File: config.mk
export PLATFORM = sky130hd
export DESIGN_NAME = vdc_ctrl_regs
export DESIGN_NICKNAME = d
export VERILOG_FILES = /design/src/hdl/vdc_pkg.sv /design/src/hdl/vdc_ctrl_regs.sv /design/src/hdl/vdc_pixel_adjust.sv
export SDC_FILE = /design/constraint.sdc
export NUM_CORES = 1
export LEC_CHECK = 0
export ABC_CLOCK_PERIOD_IN_PS = 14600
export BUFFER_PORTS_ARGS = -buffer_cell sky130_fd_sc_hd__buf_2
export CAP_MARGIN = 20
export CORE_MARGIN = 5
export CORE_UTILIZATION = 56
export DETAILED_ROUTE_END_ITERATION = 16
export PLACE_DENSITY = 0.79
export SLEW_MARGIN = 20
export SYNTH_ARGS = -nofsm -noshare
export SYNTH_HDL_FRONTEND = slang
export SYNTH_SLANG_ARGS = --single-unit
File: constraint.sdc
create_clock -name clk_i -period 14.6 [get_ports clk_i]
set_input_delay 0.73 -clock clk_i [delete_from_list [all_inputs] [get_ports clk_i]]
set_output_delay 0.73 -clock clk_i [all_outputs]
set_load 0.005 [all_outputs]
File: src/hdl/vdc_pkg.sv
// Shared constants and types for the video decoder control register bank
package vdc_pkg;

	localparam int unsigned CLK_HZ    = 40_000_000;
	localparam int unsigned ADDR_W    = 8;
	localparam int unsigned IDX_W     = 6;
	localparam int unsigned SLOT_W    = 5;
	localparam int unsigned REG_CNT   = 20;

	// Register indices; the byte address is four times the index
	localparam logic [IDX_W-1:0] IDX_BASE          = 6'h0d;
	localparam logic [IDX_W-1:0] IDX_FLOAT_DEMOD   = 6'h0d;
	localparam logic [IDX_W-1:0] IDX_GP_PORT       = 6'h0e;
	localparam logic [IDX_W-1:0] IDX_LUMA_CTL      = 6'h0f;
	localparam logic [IDX_W-1:0] IDX_PICTURE_GAIN  = 6'h10;
	localparam logic [IDX_W-1:0] IDX_LUMA_OFFSET   = 6'h11;
	localparam logic [IDX_W-1:0] IDX_CHROMA_A      = 6'h12;
	localparam logic [IDX_W-1:0] IDX_CHROMA_B      = 6'h13;
	localparam logic [IDX_W-1:0] IDX_DEMOD_STATUS  = 6'h14;
	localparam logic [IDX_W-1:0] IDX_COLOR_GAIN    = 6'h15;
	localparam logic [IDX_W-1:0] IDX_TINT          = 6'h16;
	localparam logic [IDX_W-1:0] IDX_VERT_A        = 6'h17;
	localparam logic [IDX_W-1:0] IDX_OUT_CTL       = 6'h1e;
	localparam logic [IDX_W-1:0] IDX_TEST_CTL      = 6'h20;

	// Field positions
	localparam int unsigned FLOAT_REQ_BIT  = 7;
	localparam int unsigned SEC_FORCE_BIT  = 6;
	localparam int unsigned SUBC_FOUND_BIT = 7;
	localparam int unsigned SEC_FOUND_BIT  = 6;
	localparam int unsigned MNSEC_LO       = 0;
	localparam int unsigned GROUP_LO       = 4;
	localparam int unsigned KILL_LO        = 0;
	localparam int unsigned CORE_LO        = 2;
	localparam int unsigned GAIN_TEST_BIT  = 0;
	localparam int unsigned FIVE_TAP_BIT   = 3;

	// Writable bits per register; all other bits read as zero, except demod status bits 7 and 6, which read the live detector flags
	localparam logic [7:0] MASK_FLOAT_DEMOD = 8'hd8;
	localparam logic [7:0] MASK_LUMA_CTL    = 8'h7f;
	localparam logic [7:0] MASK_DEMOD_CTL   = 8'h3f;
	localparam logic [7:0] MASK_OUT_CTL     = 8'h3f;
	localparam logic [7:0] MASK_TEST_CTL    = 8'h01;
	localparam logic [7:0] MASK_FULL        = 8'hff;

	localparam logic [7:0] RST_LUMA_CTL = 8'h04;
	localparam logic [7:0] RST_CHROMA_A = 8'h08;

	localparam logic [1:0] GRP_VIDEO  = 2'h0;
	localparam logic [1:0] GRP_TIMING = 2'h1;
	localparam logic [1:0] GRP_CLOCK  = 2'h2;

	localparam logic [1:0] KILL_ON  = 2'h2;
	localparam logic [1:0] KILL_OFF = 2'h3;

	localparam logic [1:0] SEC_FORCE_NOT = 2'h2;
	localparam logic [1:0] SEC_FORCE_YES = 2'h3;

	localparam logic [7:0]        CHROMA_NEUTRAL = 8'h80;
	localparam logic signed [9:0] UNIT_GAIN      = 10'sd128;
	localparam int unsigned       GAIN_SHIFT     = 7;

	localparam logic [1:0] RESP_OKAY   = 2'b00;
	localparam logic [1:0] RESP_SLVERR = 2'b10;

	typedef struct packed {
		logic [7:0] luma;
		logic [7:0] chroma;
	} vdc_pix_t;

	typedef struct packed {
		logic signed [7:0] contrast;
		logic signed [7:0] brightness;
		logic signed [7:0] saturation;
		logic              sat_unsigned;
		logic [1:0]        kill_mode;
		logic [1:0]        core_mode;
	} vdc_adj_cfg_t;

	typedef struct packed {
		logic [7:0] port_routing;
		logic [7:0] luma_ctl;
		logic [7:0] chroma_b;
		logic [5:0] demod_ctl;
		logic [7:0] tint;
		logic [7:0] vert_a;
	} vdc_cfg_t;

	function automatic logic [REG_CNT-1:0][7:0] reg_reset_image();
		logic [REG_CNT-1:0][7:0] img;
		img = '0;
		img[SLOT_W'(IDX_LUMA_CTL - IDX_BASE)] = RST_LUMA_CTL;
		img[SLOT_W'(IDX_CHROMA_A - IDX_BASE)] = RST_CHROMA_A;
		return img;
	endfunction

	localparam logic [REG_CNT-1:0][7:0] REG_RST = reg_reset_image();

endpackage

File: src/hdl/vdc_ctrl_regs.sv
// Control register bank of the video decoder with its AXI4-Lite slave
`timescale 1ns/10ps
`default_nettype none

// What this block does
// - Pin groups float per group select when soft request is set or drive pin low.
// - Soft float request resets to 0; when 1 outputs float regardless of pin.
// - With force bit 0, SECAM demodulation filter follows SECAM detection unless the manual override forces it on or off.
// - With force bit 1, SECAM demodulation filter always used.
// - Contrast setting is a signed two's complement gain adjustment on luma.
// - Brightness setting is a signed two's complement offset on luma.
// - With gain test bit 0, saturation setting is signed two's complement.
// - With gain test bit 0, saturation zero gives nominal colour; positive raises, negative lowers.
module vdc_ctrl_regs
	import vdc_pkg::*;
(
	input  wire logic              clk_i,
	input  wire logic              rst_i,
	input  wire logic [ADDR_W-1:0] s_axi_awaddr_i,
	input  wire logic              s_axi_awvalid_i,
	output logic                   s_axi_awready_o,
	input  wire logic [31:0]       s_axi_wdata_i,
	input  wire logic [3:0]        s_axi_wstrb_i,
	input  wire logic              s_axi_wvalid_i,
	output logic                   s_axi_wready_o,
	output logic [1:0]             s_axi_bresp_o,
	output logic                   s_axi_bvalid_o,
	input  wire logic              s_axi_bready_i,
	input  wire logic [ADDR_W-1:0] s_axi_araddr_i,
	input  wire logic              s_axi_arvalid_i,
	output logic                   s_axi_arready_o,
	output logic [31:0]            s_axi_rdata_o,
	output logic [1:0]             s_axi_rresp_o,
	output logic                   s_axi_rvalid_o,
	input  wire logic              s_axi_rready_i,
	input  wire logic              output_drive_pin_n_i,
	input  wire logic              secam_found_i,
	input  wire logic              subcarrier_found_i,
	input  wire logic              burst_ok_i,
	input  wire logic              pix_valid_i,
	input  wire vdc_pix_t          pix_i,
	output logic                   video_oe_o,
	output logic                   timing_oe_o,
	output logic                   clock_oe_o,
	output logic                   secam_filter_en_o,
	output logic                   five_tap_en_o,
	output vdc_cfg_t               cfg_o,
	output logic                   pix_valid_o,
	output vdc_pix_t               pix_o
);

	typedef struct packed {
		logic [REG_CNT-1:0][7:0] regs;
		logic                    aw_got;
		logic [IDX_W-1:0]        aw_idx;
		logic                    w_got;
		logic [7:0]              wbyte;
		logic                    wlane0;
		logic                    bvalid;
		logic [1:0]              bresp;
		logic                    rvalid;
		logic [31:0]             rdata;
		logic [1:0]              rresp;
		logic                    video_oe;
		logic                    timing_oe;
		logic                    clock_oe;
		logic                    sec_filter;
	} vdc_state_t;

	localparam vdc_state_t ST_RST = '{
		regs:       REG_RST,
		aw_got:     1'b0,
		aw_idx:     '0,
		w_got:      1'b0,
		wbyte:      8'h00,
		wlane0:     1'b0,
		bvalid:     1'b0,
		bresp:      RESP_OKAY,
		rvalid:     1'b0,
		rdata:      32'h0000_0000,
		rresp:      RESP_OKAY,
		video_oe:   1'b0,
		timing_oe:  1'b0,
		clock_oe:   1'b0,
		sec_filter: 1'b0
	};

	vdc_state_t st_r;
	vdc_state_t st_nxt;

	// Bits that software may change; zero for an unmapped index
	function automatic logic [7:0] write_mask(input logic [IDX_W-1:0] idx);
		case (idx)
			IDX_FLOAT_DEMOD:  return MASK_FLOAT_DEMOD;
			IDX_LUMA_CTL:     return MASK_LUMA_CTL;
			IDX_DEMOD_STATUS: return MASK_DEMOD_CTL;
			IDX_OUT_CTL:      return MASK_OUT_CTL;
			IDX_TEST_CTL:     return MASK_TEST_CTL;
			IDX_GP_PORT, IDX_PICTURE_GAIN, IDX_LUMA_OFFSET, IDX_CHROMA_A,
			IDX_CHROMA_B, IDX_COLOR_GAIN, IDX_TINT, IDX_VERT_A: return MASK_FULL;
			default:          return 8'h00;
		endcase
	endfunction

	function automatic logic is_mapped(input logic [IDX_W-1:0] idx);
		return write_mask(idx) != 8'h00;
	endfunction

	function automatic logic [SLOT_W-1:0] slot_of(input logic [IDX_W-1:0] idx);
		return SLOT_W'(idx - IDX_BASE);
	endfunction

	function automatic logic [7:0] reg_at(input vdc_state_t s, input logic [IDX_W-1:0] idx);
		return s.regs[slot_of(idx)];
	endfunction

	logic [IDX_W-1:0] ar_idx;
	logic [7:0]       rd_byte;
	logic             float_on;
	logic [1:0]       float_group;
	logic [1:0]       sec_manual;
	logic             sec_effective;
	logic [7:0]       float_demod_val;
	logic [7:0]       out_ctl_val;
	logic [7:0]       demod_val;
	logic [7:0]       chroma_a_val;
	logic [7:0]       test_ctl_val;
	logic [7:0]       vert_a_val;

	assign ar_idx = s_axi_araddr_i[IDX_W+1:2];

	// Whole-register views, so single fields are picked from a net and not from a call
	assign float_demod_val = reg_at(st_r, IDX_FLOAT_DEMOD);
	assign out_ctl_val     = reg_at(st_r, IDX_OUT_CTL);
	assign demod_val       = reg_at(st_r, IDX_DEMOD_STATUS);
	assign chroma_a_val    = reg_at(st_r, IDX_CHROMA_A);
	assign test_ctl_val    = reg_at(st_r, IDX_TEST_CTL);
	assign vert_a_val      = reg_at(st_r, IDX_VERT_A);

	// Handshake outputs are combinational from registered state
	assign s_axi_awready_o = !st_r.aw_got && !st_r.bvalid;
	assign s_axi_wready_o  = !st_r.w_got && !st_r.bvalid;
	assign s_axi_arready_o = !st_r.rvalid;

	always_comb begin
		st_nxt = st_r;
		rd_byte = 8'h00;

		// Write path: address and data may arrive in either order
		if (s_axi_awvalid_i && s_axi_awready_o) begin
			st_nxt.aw_got = 1'b1;
			st_nxt.aw_idx = s_axi_awaddr_i[IDX_W+1:2];
		end
		if (s_axi_wvalid_i && s_axi_wready_o) begin
			st_nxt.w_got  = 1'b1;
			st_nxt.wbyte  = s_axi_wdata_i[7:0];
			st_nxt.wlane0 = s_axi_wstrb_i[0];
		end
		if (st_r.aw_got && st_r.w_got) begin
			st_nxt.aw_got = 1'b0;
			st_nxt.w_got  = 1'b0;
			st_nxt.bvalid = 1'b1;
			if (is_mapped(st_r.aw_idx)) begin
				st_nxt.bresp = RESP_OKAY;
				if (st_r.wlane0) begin
					st_nxt.regs[slot_of(st_r.aw_idx)] =
						st_r.wbyte & write_mask(st_r.aw_idx);
				end
			end else begin
				st_nxt.bresp = RESP_SLVERR;
			end
		end
		if (st_r.bvalid && s_axi_bready_i) begin
			st_nxt.bvalid = 1'b0;
		end

		// Read path: one cycle from address acceptance to data
		if (s_axi_arvalid_i && s_axi_arready_o) begin
			st_nxt.rvalid = 1'b1;
			if (is_mapped(ar_idx)) begin
				rd_byte = reg_at(st_r, ar_idx) & write_mask(ar_idx);
				if (ar_idx == IDX_DEMOD_STATUS) begin
					// Detector results are sampled live, never stored
					rd_byte[SUBC_FOUND_BIT] = subcarrier_found_i;
					rd_byte[SEC_FOUND_BIT]  = secam_found_i;
				end
				st_nxt.rresp = RESP_OKAY;
			end else begin
				st_nxt.rresp = RESP_SLVERR;
			end
			st_nxt.rdata = {24'h000000, rd_byte};
		end else if (st_r.rvalid && s_axi_rready_i) begin
			st_nxt.rvalid = 1'b0;
		end

		// Pin float control
		float_on = float_demod_val[FLOAT_REQ_BIT] || !output_drive_pin_n_i;
		float_group = out_ctl_val[GROUP_LO +: 2];
		st_nxt.video_oe  = 1'b1;
		st_nxt.timing_oe = 1'b1;
		st_nxt.clock_oe  = 1'b1;
		if (float_on) begin
			case (float_group)
				GRP_VIDEO: begin
					st_nxt.video_oe = 1'b0;
				end
				GRP_TIMING: begin
					st_nxt.video_oe  = 1'b0;
					st_nxt.timing_oe = 1'b0;
				end
				GRP_CLOCK: begin
					st_nxt.video_oe  = 1'b0;
					st_nxt.timing_oe = 1'b0;
					st_nxt.clock_oe  = 1'b0;
				end
				default: begin
					// Reserved group code floats nothing, so pins stay safe to probe
				end
			endcase
		end

		// SECAM filter select, honouring the manual detection override
		sec_manual = demod_val[MNSEC_LO +: 2];
		case (sec_manual)
			SEC_FORCE_NOT: sec_effective = 1'b0;
			SEC_FORCE_YES: sec_effective = 1'b1;
			default:       sec_effective = secam_found_i;
		endcase
		st_nxt.sec_filter = float_demod_val[SEC_FORCE_BIT] || sec_effective;
	end

	always_ff @(posedge clk_i or posedge rst_i) begin
		if (rst_i) begin
			st_r <= ST_RST;
		end else begin
			st_r <= st_nxt;
		end
	end

	vdc_adj_cfg_t adj_cfg;

	always_comb begin
		adj_cfg.contrast     = signed'(reg_at(st_r, IDX_PICTURE_GAIN));
		adj_cfg.brightness   = signed'(reg_at(st_r, IDX_LUMA_OFFSET));
		adj_cfg.saturation   = signed'(reg_at(st_r, IDX_COLOR_GAIN));
		adj_cfg.sat_unsigned = test_ctl_val[GAIN_TEST_BIT];
		adj_cfg.kill_mode    = chroma_a_val[KILL_LO +: 2];
		adj_cfg.core_mode    = chroma_a_val[CORE_LO +: 2];
	end

	vdc_pixel_adjust u_adjust (
		.clk_i       (clk_i),
		.rst_i       (rst_i),
		.pix_valid_i (pix_valid_i),
		.pix_i       (pix_i),
		.burst_ok_i  (burst_ok_i),
		.cfg_i       (adj_cfg),
		.pix_valid_o (pix_valid_o),
		.pix_o       (pix_o)
	);

	assign s_axi_bvalid_o    = st_r.bvalid;
	assign s_axi_bresp_o     = st_r.bresp;
	assign s_axi_rvalid_o    = st_r.rvalid;
	assign s_axi_rdata_o     = st_r.rdata;
	assign s_axi_rresp_o     = st_r.rresp;
	assign video_oe_o        = st_r.video_oe;
	assign timing_oe_o       = st_r.timing_oe;
	assign clock_oe_o        = st_r.clock_oe;
	assign secam_filter_en_o = st_r.sec_filter;
	// The far side must keep this at 0 for lines wider than 384 pixels
	assign five_tap_en_o     = vert_a_val[FIVE_TAP_BIT];

	assign cfg_o.port_routing = reg_at(st_r, IDX_GP_PORT);
	assign cfg_o.luma_ctl     = reg_at(st_r, IDX_LUMA_CTL);
	assign cfg_o.chroma_b     = reg_at(st_r, IDX_CHROMA_B);
	assign cfg_o.demod_ctl    = demod_val[5:0];
	assign cfg_o.tint         = reg_at(st_r, IDX_TINT);
	assign cfg_o.vert_a       = reg_at(st_r, IDX_VERT_A);

endmodule

`default_nettype wire

File: src/hdl/vdc_pixel_adjust.sv
// Per-sample luma contrast/brightness and chroma saturation, coring and colour kill
`timescale 1ns/10ps
`default_nettype none

module vdc_pixel_adjust
	import vdc_pkg::*;
(
	input  wire logic         clk_i,
	input  wire logic         rst_i,
	input  wire logic         pix_valid_i,
	input  wire vdc_pix_t     pix_i,
	input  wire logic         burst_ok_i,
	input  wire vdc_adj_cfg_t cfg_i,
	output logic              pix_valid_o,
	output vdc_pix_t          pix_o
);

	typedef struct packed {
		logic     valid;
		vdc_pix_t pix;
	} vdc_adj_state_t;

	vdc_adj_state_t st_r;
	vdc_adj_state_t st_nxt;

	// Saturates a scaled sample into the unsigned 8-bit code range
	function automatic logic [7:0] clamp_u8(input logic signed [19:0] v);
		if (v < 20'sd0) begin
			return 8'h00;
		end else if (v > 20'sd255) begin
			return 8'hff;
		end
		return v[7:0];
	endfunction

	logic signed [9:0]  luma_gain;
	logic signed [9:0]  color_gain;
	logic signed [9:0]  chroma_dev;
	logic signed [9:0]  cored_dev;
	logic signed [9:0]  core_thr;
	logic signed [19:0] luma_prod;
	logic signed [19:0] chroma_prod;
	logic [7:0]         chroma_scaled;

	always_comb begin
		st_nxt = st_r;
		luma_gain = UNIT_GAIN + 10'(cfg_i.contrast);
		luma_prod = signed'({2'b00, pix_i.luma}) * luma_gain;
		// Offset after gain so brightness steps stay one code each
		luma_prod = (luma_prod >>> GAIN_SHIFT) + 20'(cfg_i.brightness);
		if (cfg_i.sat_unsigned) begin
			color_gain = signed'({2'b00, cfg_i.saturation});
		end else begin
			color_gain = UNIT_GAIN + 10'(cfg_i.saturation);
		end
		chroma_dev = signed'({2'b00, pix_i.chroma}) - signed'({2'b00, CHROMA_NEUTRAL});
		chroma_prod = chroma_dev * color_gain;
		chroma_prod = (chroma_prod >>> GAIN_SHIFT) + 20'(signed'({2'b00, CHROMA_NEUTRAL}));
		chroma_scaled = clamp_u8(chroma_prod);
		cored_dev = signed'({2'b00, chroma_scaled}) - signed'({2'b00, CHROMA_NEUTRAL});
		core_thr = (10'sd1 <<< cfg_i.core_mode) - 10'sd1;
		if (cored_dev <= core_thr && cored_dev >= -core_thr) begin
			chroma_scaled = CHROMA_NEUTRAL;
		end
		case (cfg_i.kill_mode)
			KILL_ON: begin
			end
			KILL_OFF: begin
				chroma_scaled = CHROMA_NEUTRAL;
			end
			default: begin
				if (!burst_ok_i) begin
					chroma_scaled = CHROMA_NEUTRAL;
				end
			end
		endcase
		st_nxt.valid = pix_valid_i;
		if (pix_valid_i) begin
			st_nxt.pix.luma   = clamp_u8(luma_prod);
			st_nxt.pix.chroma = chroma_scaled;
		end
	end

	always_ff @(posedge clk_i or posedge rst_i) begin
		if (rst_i) begin
			st_r <= '0;
		end else begin
			st_r <= st_nxt;
		end
	end

	assign pix_valid_o = st_r.valid;
	assign pix_o       = st_r.pix;

endmodule

`default_nettype wire

==> out/metrics.yaml <==
timing:
  post-route-min-period_ps: 9770
  fmaxAchievable_ghz: 0.102
  final_setup_violating_endpoints: 0
  worstMarginPinSlew_ps: 965
  final_hold_viol_count: 0
  timing.final.max_slew_violations: 0
  final.period_utilization: 0.669
  worst_clock_skew_ps: 18.8
  unrepaired_setup_endpoints_after_global_routing: "no"
  setup_total_neg_slack_ps: 0
  timing.slew.headroom: 0.357
setup_path:
  endpoint_kind: "flip-flop"
  critical_path_slowest_stage_cell: "sky130_fd_sc_hd__a2111oi_0"
  most_common_cell_on_crit_path: "sky130_fd_sc_hd__fa_1"
  criticalPathCategory: "reg2reg"
  cp_max_fo: 9
  max_stage_delay_ps: 770
  data_arrival_time_of_the_worst_path_ps: 10170
  setup.reg_to_reg.worst_slack_ps: 4830
  required_ps: 15000
  startpoint_type: "flip-flop"
synthesis:
  synth-seq-cells: 210
  yosys-top-cells-area: "sky130_fd_sc_hd__dfrtp_1 (32%), sky130_fd_sc_hd__mux2_2 (12%), sky130_fd_sc_hd__ha_1 (11%)"
  synthesis.area_um2: 16200
  synthSimpleGateAreaFrac: 0.110
  synth-edff-count: 0
  yosysUniqueCellTypes: 79
  synth_top_flop_cell: "sky130_fd_sc_hd__dfrtp_1"
  synth_top_family_by_area: "adder cells"
  synthAdderAreaFrac: 0.203
  muxShareOfSynthArea: 0.188
  postSynthAreaPerCell_um2: 11.0
  post-synth-top-area-fraction: 0.320
  synth_compound_area_frac: 0.0768
  netlist.top_cell.by_area: "sky130_fd_sc_hd__dfrtp_1"
  post_synthesis_share_of_cell_area_spent_on_xor_and_xnor_gates: 0.0124
  postSynthCellCount: 1475
  synth.yosys.seq_area_share: 0.324
  synth_async_sr_flop_share: 1.00
  synth.yosys.warnings: 0
clock_network:
  cts_sink_cnt: 210
  cts_tree: "yes"
  h-tree-depth: 1
  clkSlewWorstSetupHoldPaths_ps: 60
  postCtsHoldBufs: 0
  post_cts.repair.setup_buffers: 0
  ctsRootBufferMaster: "sky130_fd_sc_hd__clkbuf_16"
  cts_inserted_buffers: 24
  clk_latency_ps: 530
  ctsResizeCount: 0
  cts_buffer_depth: 3
routing:
  met2_length_um: 17700
  final_routed_wire_length_divided_by_cell_count_um: 19.4
  detailroute.via_count: 11303
  wl_met3_um: 2740
  antenna_violating_nets_post_route: 0
  top_layer_used_by_detailed_routing: "met4"
  via_cell_ratio: 5.85
  total_length_of_routed_wires_um: 37500
  detail_route.first_pass.iterations: 5
  detail_route.drc_violations: 0
  drt-met1-wl_um: 16000
  initialDrtViolationCount: 717
floorplanning:
  row_count: 62
  floorplan.die_area_um2: 32500
  fp.dieH_um: 180
  die_w_um: 180
  floorplan.initialDensity: 0.566
  core-area_um2: 28700
  io-pin-count: 189
min_path:
  hp-class: "in2async"
global_routing:
  grt_pass1_wl_um: 61100
  grt_antenna_before_repair: 0
  grt_start_max_net_pins: 148
  via_count_of_the_first_global_routing_pass: 11527
  grt_util_all_layers: 0.228
  gr-total-overflow: 0
power:
  p_per_area_nw_per_um2: 118
  total_power_mw: 2.07
  clkPwrFrac: 0.286
  power.share.sequential: 0.349
  total_switching_power_mw: 0.766
  sw_frac_of_total: 0.371
  power_report.internal_total_mw: 1.30
  total_leakage_power_nw: 8.91
  irDropWorstVdd_uv: 113
  share_comb_of_total_power: 0.366
place:
  rd_place_congestion: 0.868
  total_half_perimeter_wirelength_after_legalization_and_detailed_placement_um: 27900
  port-buffer-count: 131
final_layout:
  final_layout_size_suffix_gt1_frac: 0.280
  fill_cells: 2297
  antenna-diode-count: 0
  final_util: 0.610
  layout.area.seq_um2: 5260
  syn2layout_area_growth_pct: 7.69
  multi_input_area_um2: 9700
  nets: 1826
status:
  outcome: "complete, no violations"
flow_run:
  cap_viol_max_count: 0
==> Yosys cell counts (24+ instances only) <==
cell type and count:
sky130_fd_sc_hd__mux2_2 175, sky130_fd_sc_hd__inv_1 153, sky130_fd_sc_hd__mux4_2 41, sky130_fd_sc_hd__buf_4 82
sky130_fd_sc_hd__nor2b_1 24, sky130_fd_sc_hd__dfrtp_1 208, sky130_fd_sc_hd__clkbuf_1 42, sky130_fd_sc_hd__and2_1 70
sky130_fd_sc_hd__fa_1 79, sky130_fd_sc_hd__nor2_1 38, sky130_fd_sc_hd__nand2_1 93, sky130_fd_sc_hd__a21oi_1 40
sky130_fd_sc_hd__ha_1 137
==> final timing paths <==
kind                                endpoint              from  cells after the start
max reg2reg                u_adjust.pix_o[7]   test_ctl_val[0]                     35
min in group clk_i            s_axi_rvalid_o    s_axi_rready_i                      2
max                        u_adjust.pix_o[7]   test_ctl_val[0]                     35
max in group asynchronous    test_ctl_val[1]             rst_i                      3
min reg2reg                 s_axi_rdata_o[2]  s_axi_rdata_o[2]                      2
min                                 st_r[45]             rst_i                      2
==> cell usage in the layout (no fill, tap or decap), drive strengths merged, types with 11 or more instances in the layout <==
cell      n
a21oi    40
buf     137
nand3    21
o21ai    24
nor2     58
nor3     11
mux2    176
a21o     14
xnor2    14
nand2b   17
nand2    93
dfrtp   208
inv     154
fa       79
mux2i    15
clkbuf   29
nor2b    24
mux4     41
conb     29
and2     71
ha      137
==> registers in the layout (all words and copies together), names as in the netlist, 8 cells and up <==
name and cells:
adj_cfg 24, cfg_o 32, chroma_a_val 8, demod_val 8, float_demod_val 8, out_ctl_val 8
s_axi_rdata_o 8, st_r 73, test_ctl_val 8, u_adjust.pix_o 16, vert_a_val 8
==> critical path, delay by kind of cell, from the launching register on <==
family	cells	cell delay (ps)
and+or+nand+nor	8	1350
buffers and inverters	3	180
DFF	1	420
adders and majority gates	8	3230
AOI/OAI and AO/OA	15	3650
xor gates and xnor gates	1	760
==> power by group through the flow <==
| stage | clock, mW | sequential (mW) | combinational [mW] |
|---|---|---|---|
| 6_report | 0.590 | 0.721 | 0.756 |
| 5_1_grt | 0.620 | 0.729 | 0.847 |
| 4_1_cts | 0.600 | 0.719 | 0.756 |
| 3_5_place_dp | 0 | 0.729 | 0.748 |
| 3_3_place_gp | 0 | 0.724 | 0.722 |
| 2_1_floorplan | 0 | 0.703 | 0.577 |
==> through the flow <==
step                      hold slack, ps  instances  cell area [um2]  setup WS, ps
after floorplan                      451       1502            16300          5490
after global placement               469       1888            16700          4940
after detailed placement             476       1888            16700          4740
after CTS                            374       1931            17500          4930
after global routing                 386       1931            17500          4240
final                                328       1931            17500          4830
==> logic make-up after synthesis <==
family                     Yosys count
AOI/OAI and AO/OA                  171
muxes                              232
and+or+nand+nor                    333
adders and majority gates          216
xor gates and xnor gates            23
buffers and inverters              288
other                                2
DFF                                210
==> routing by layer <==
layer  global-route usage  vias up
met5                    0        -
met4               0.0687        0
met3               0.0472       66
met2                0.370      405
met1                0.313     5726
li1                     -     5106
==> layout make-up <==
cell class,instances,area share
timing repair buffer,137,0.0400
multi-input combinational,1004,0.554
inverter,153,0.0335
tap,384,0.0275
clock buffer,29,0.0371
clock inverter,14,0.00701
sequential,210,0.301
Power figures use the tool's default switching activity.
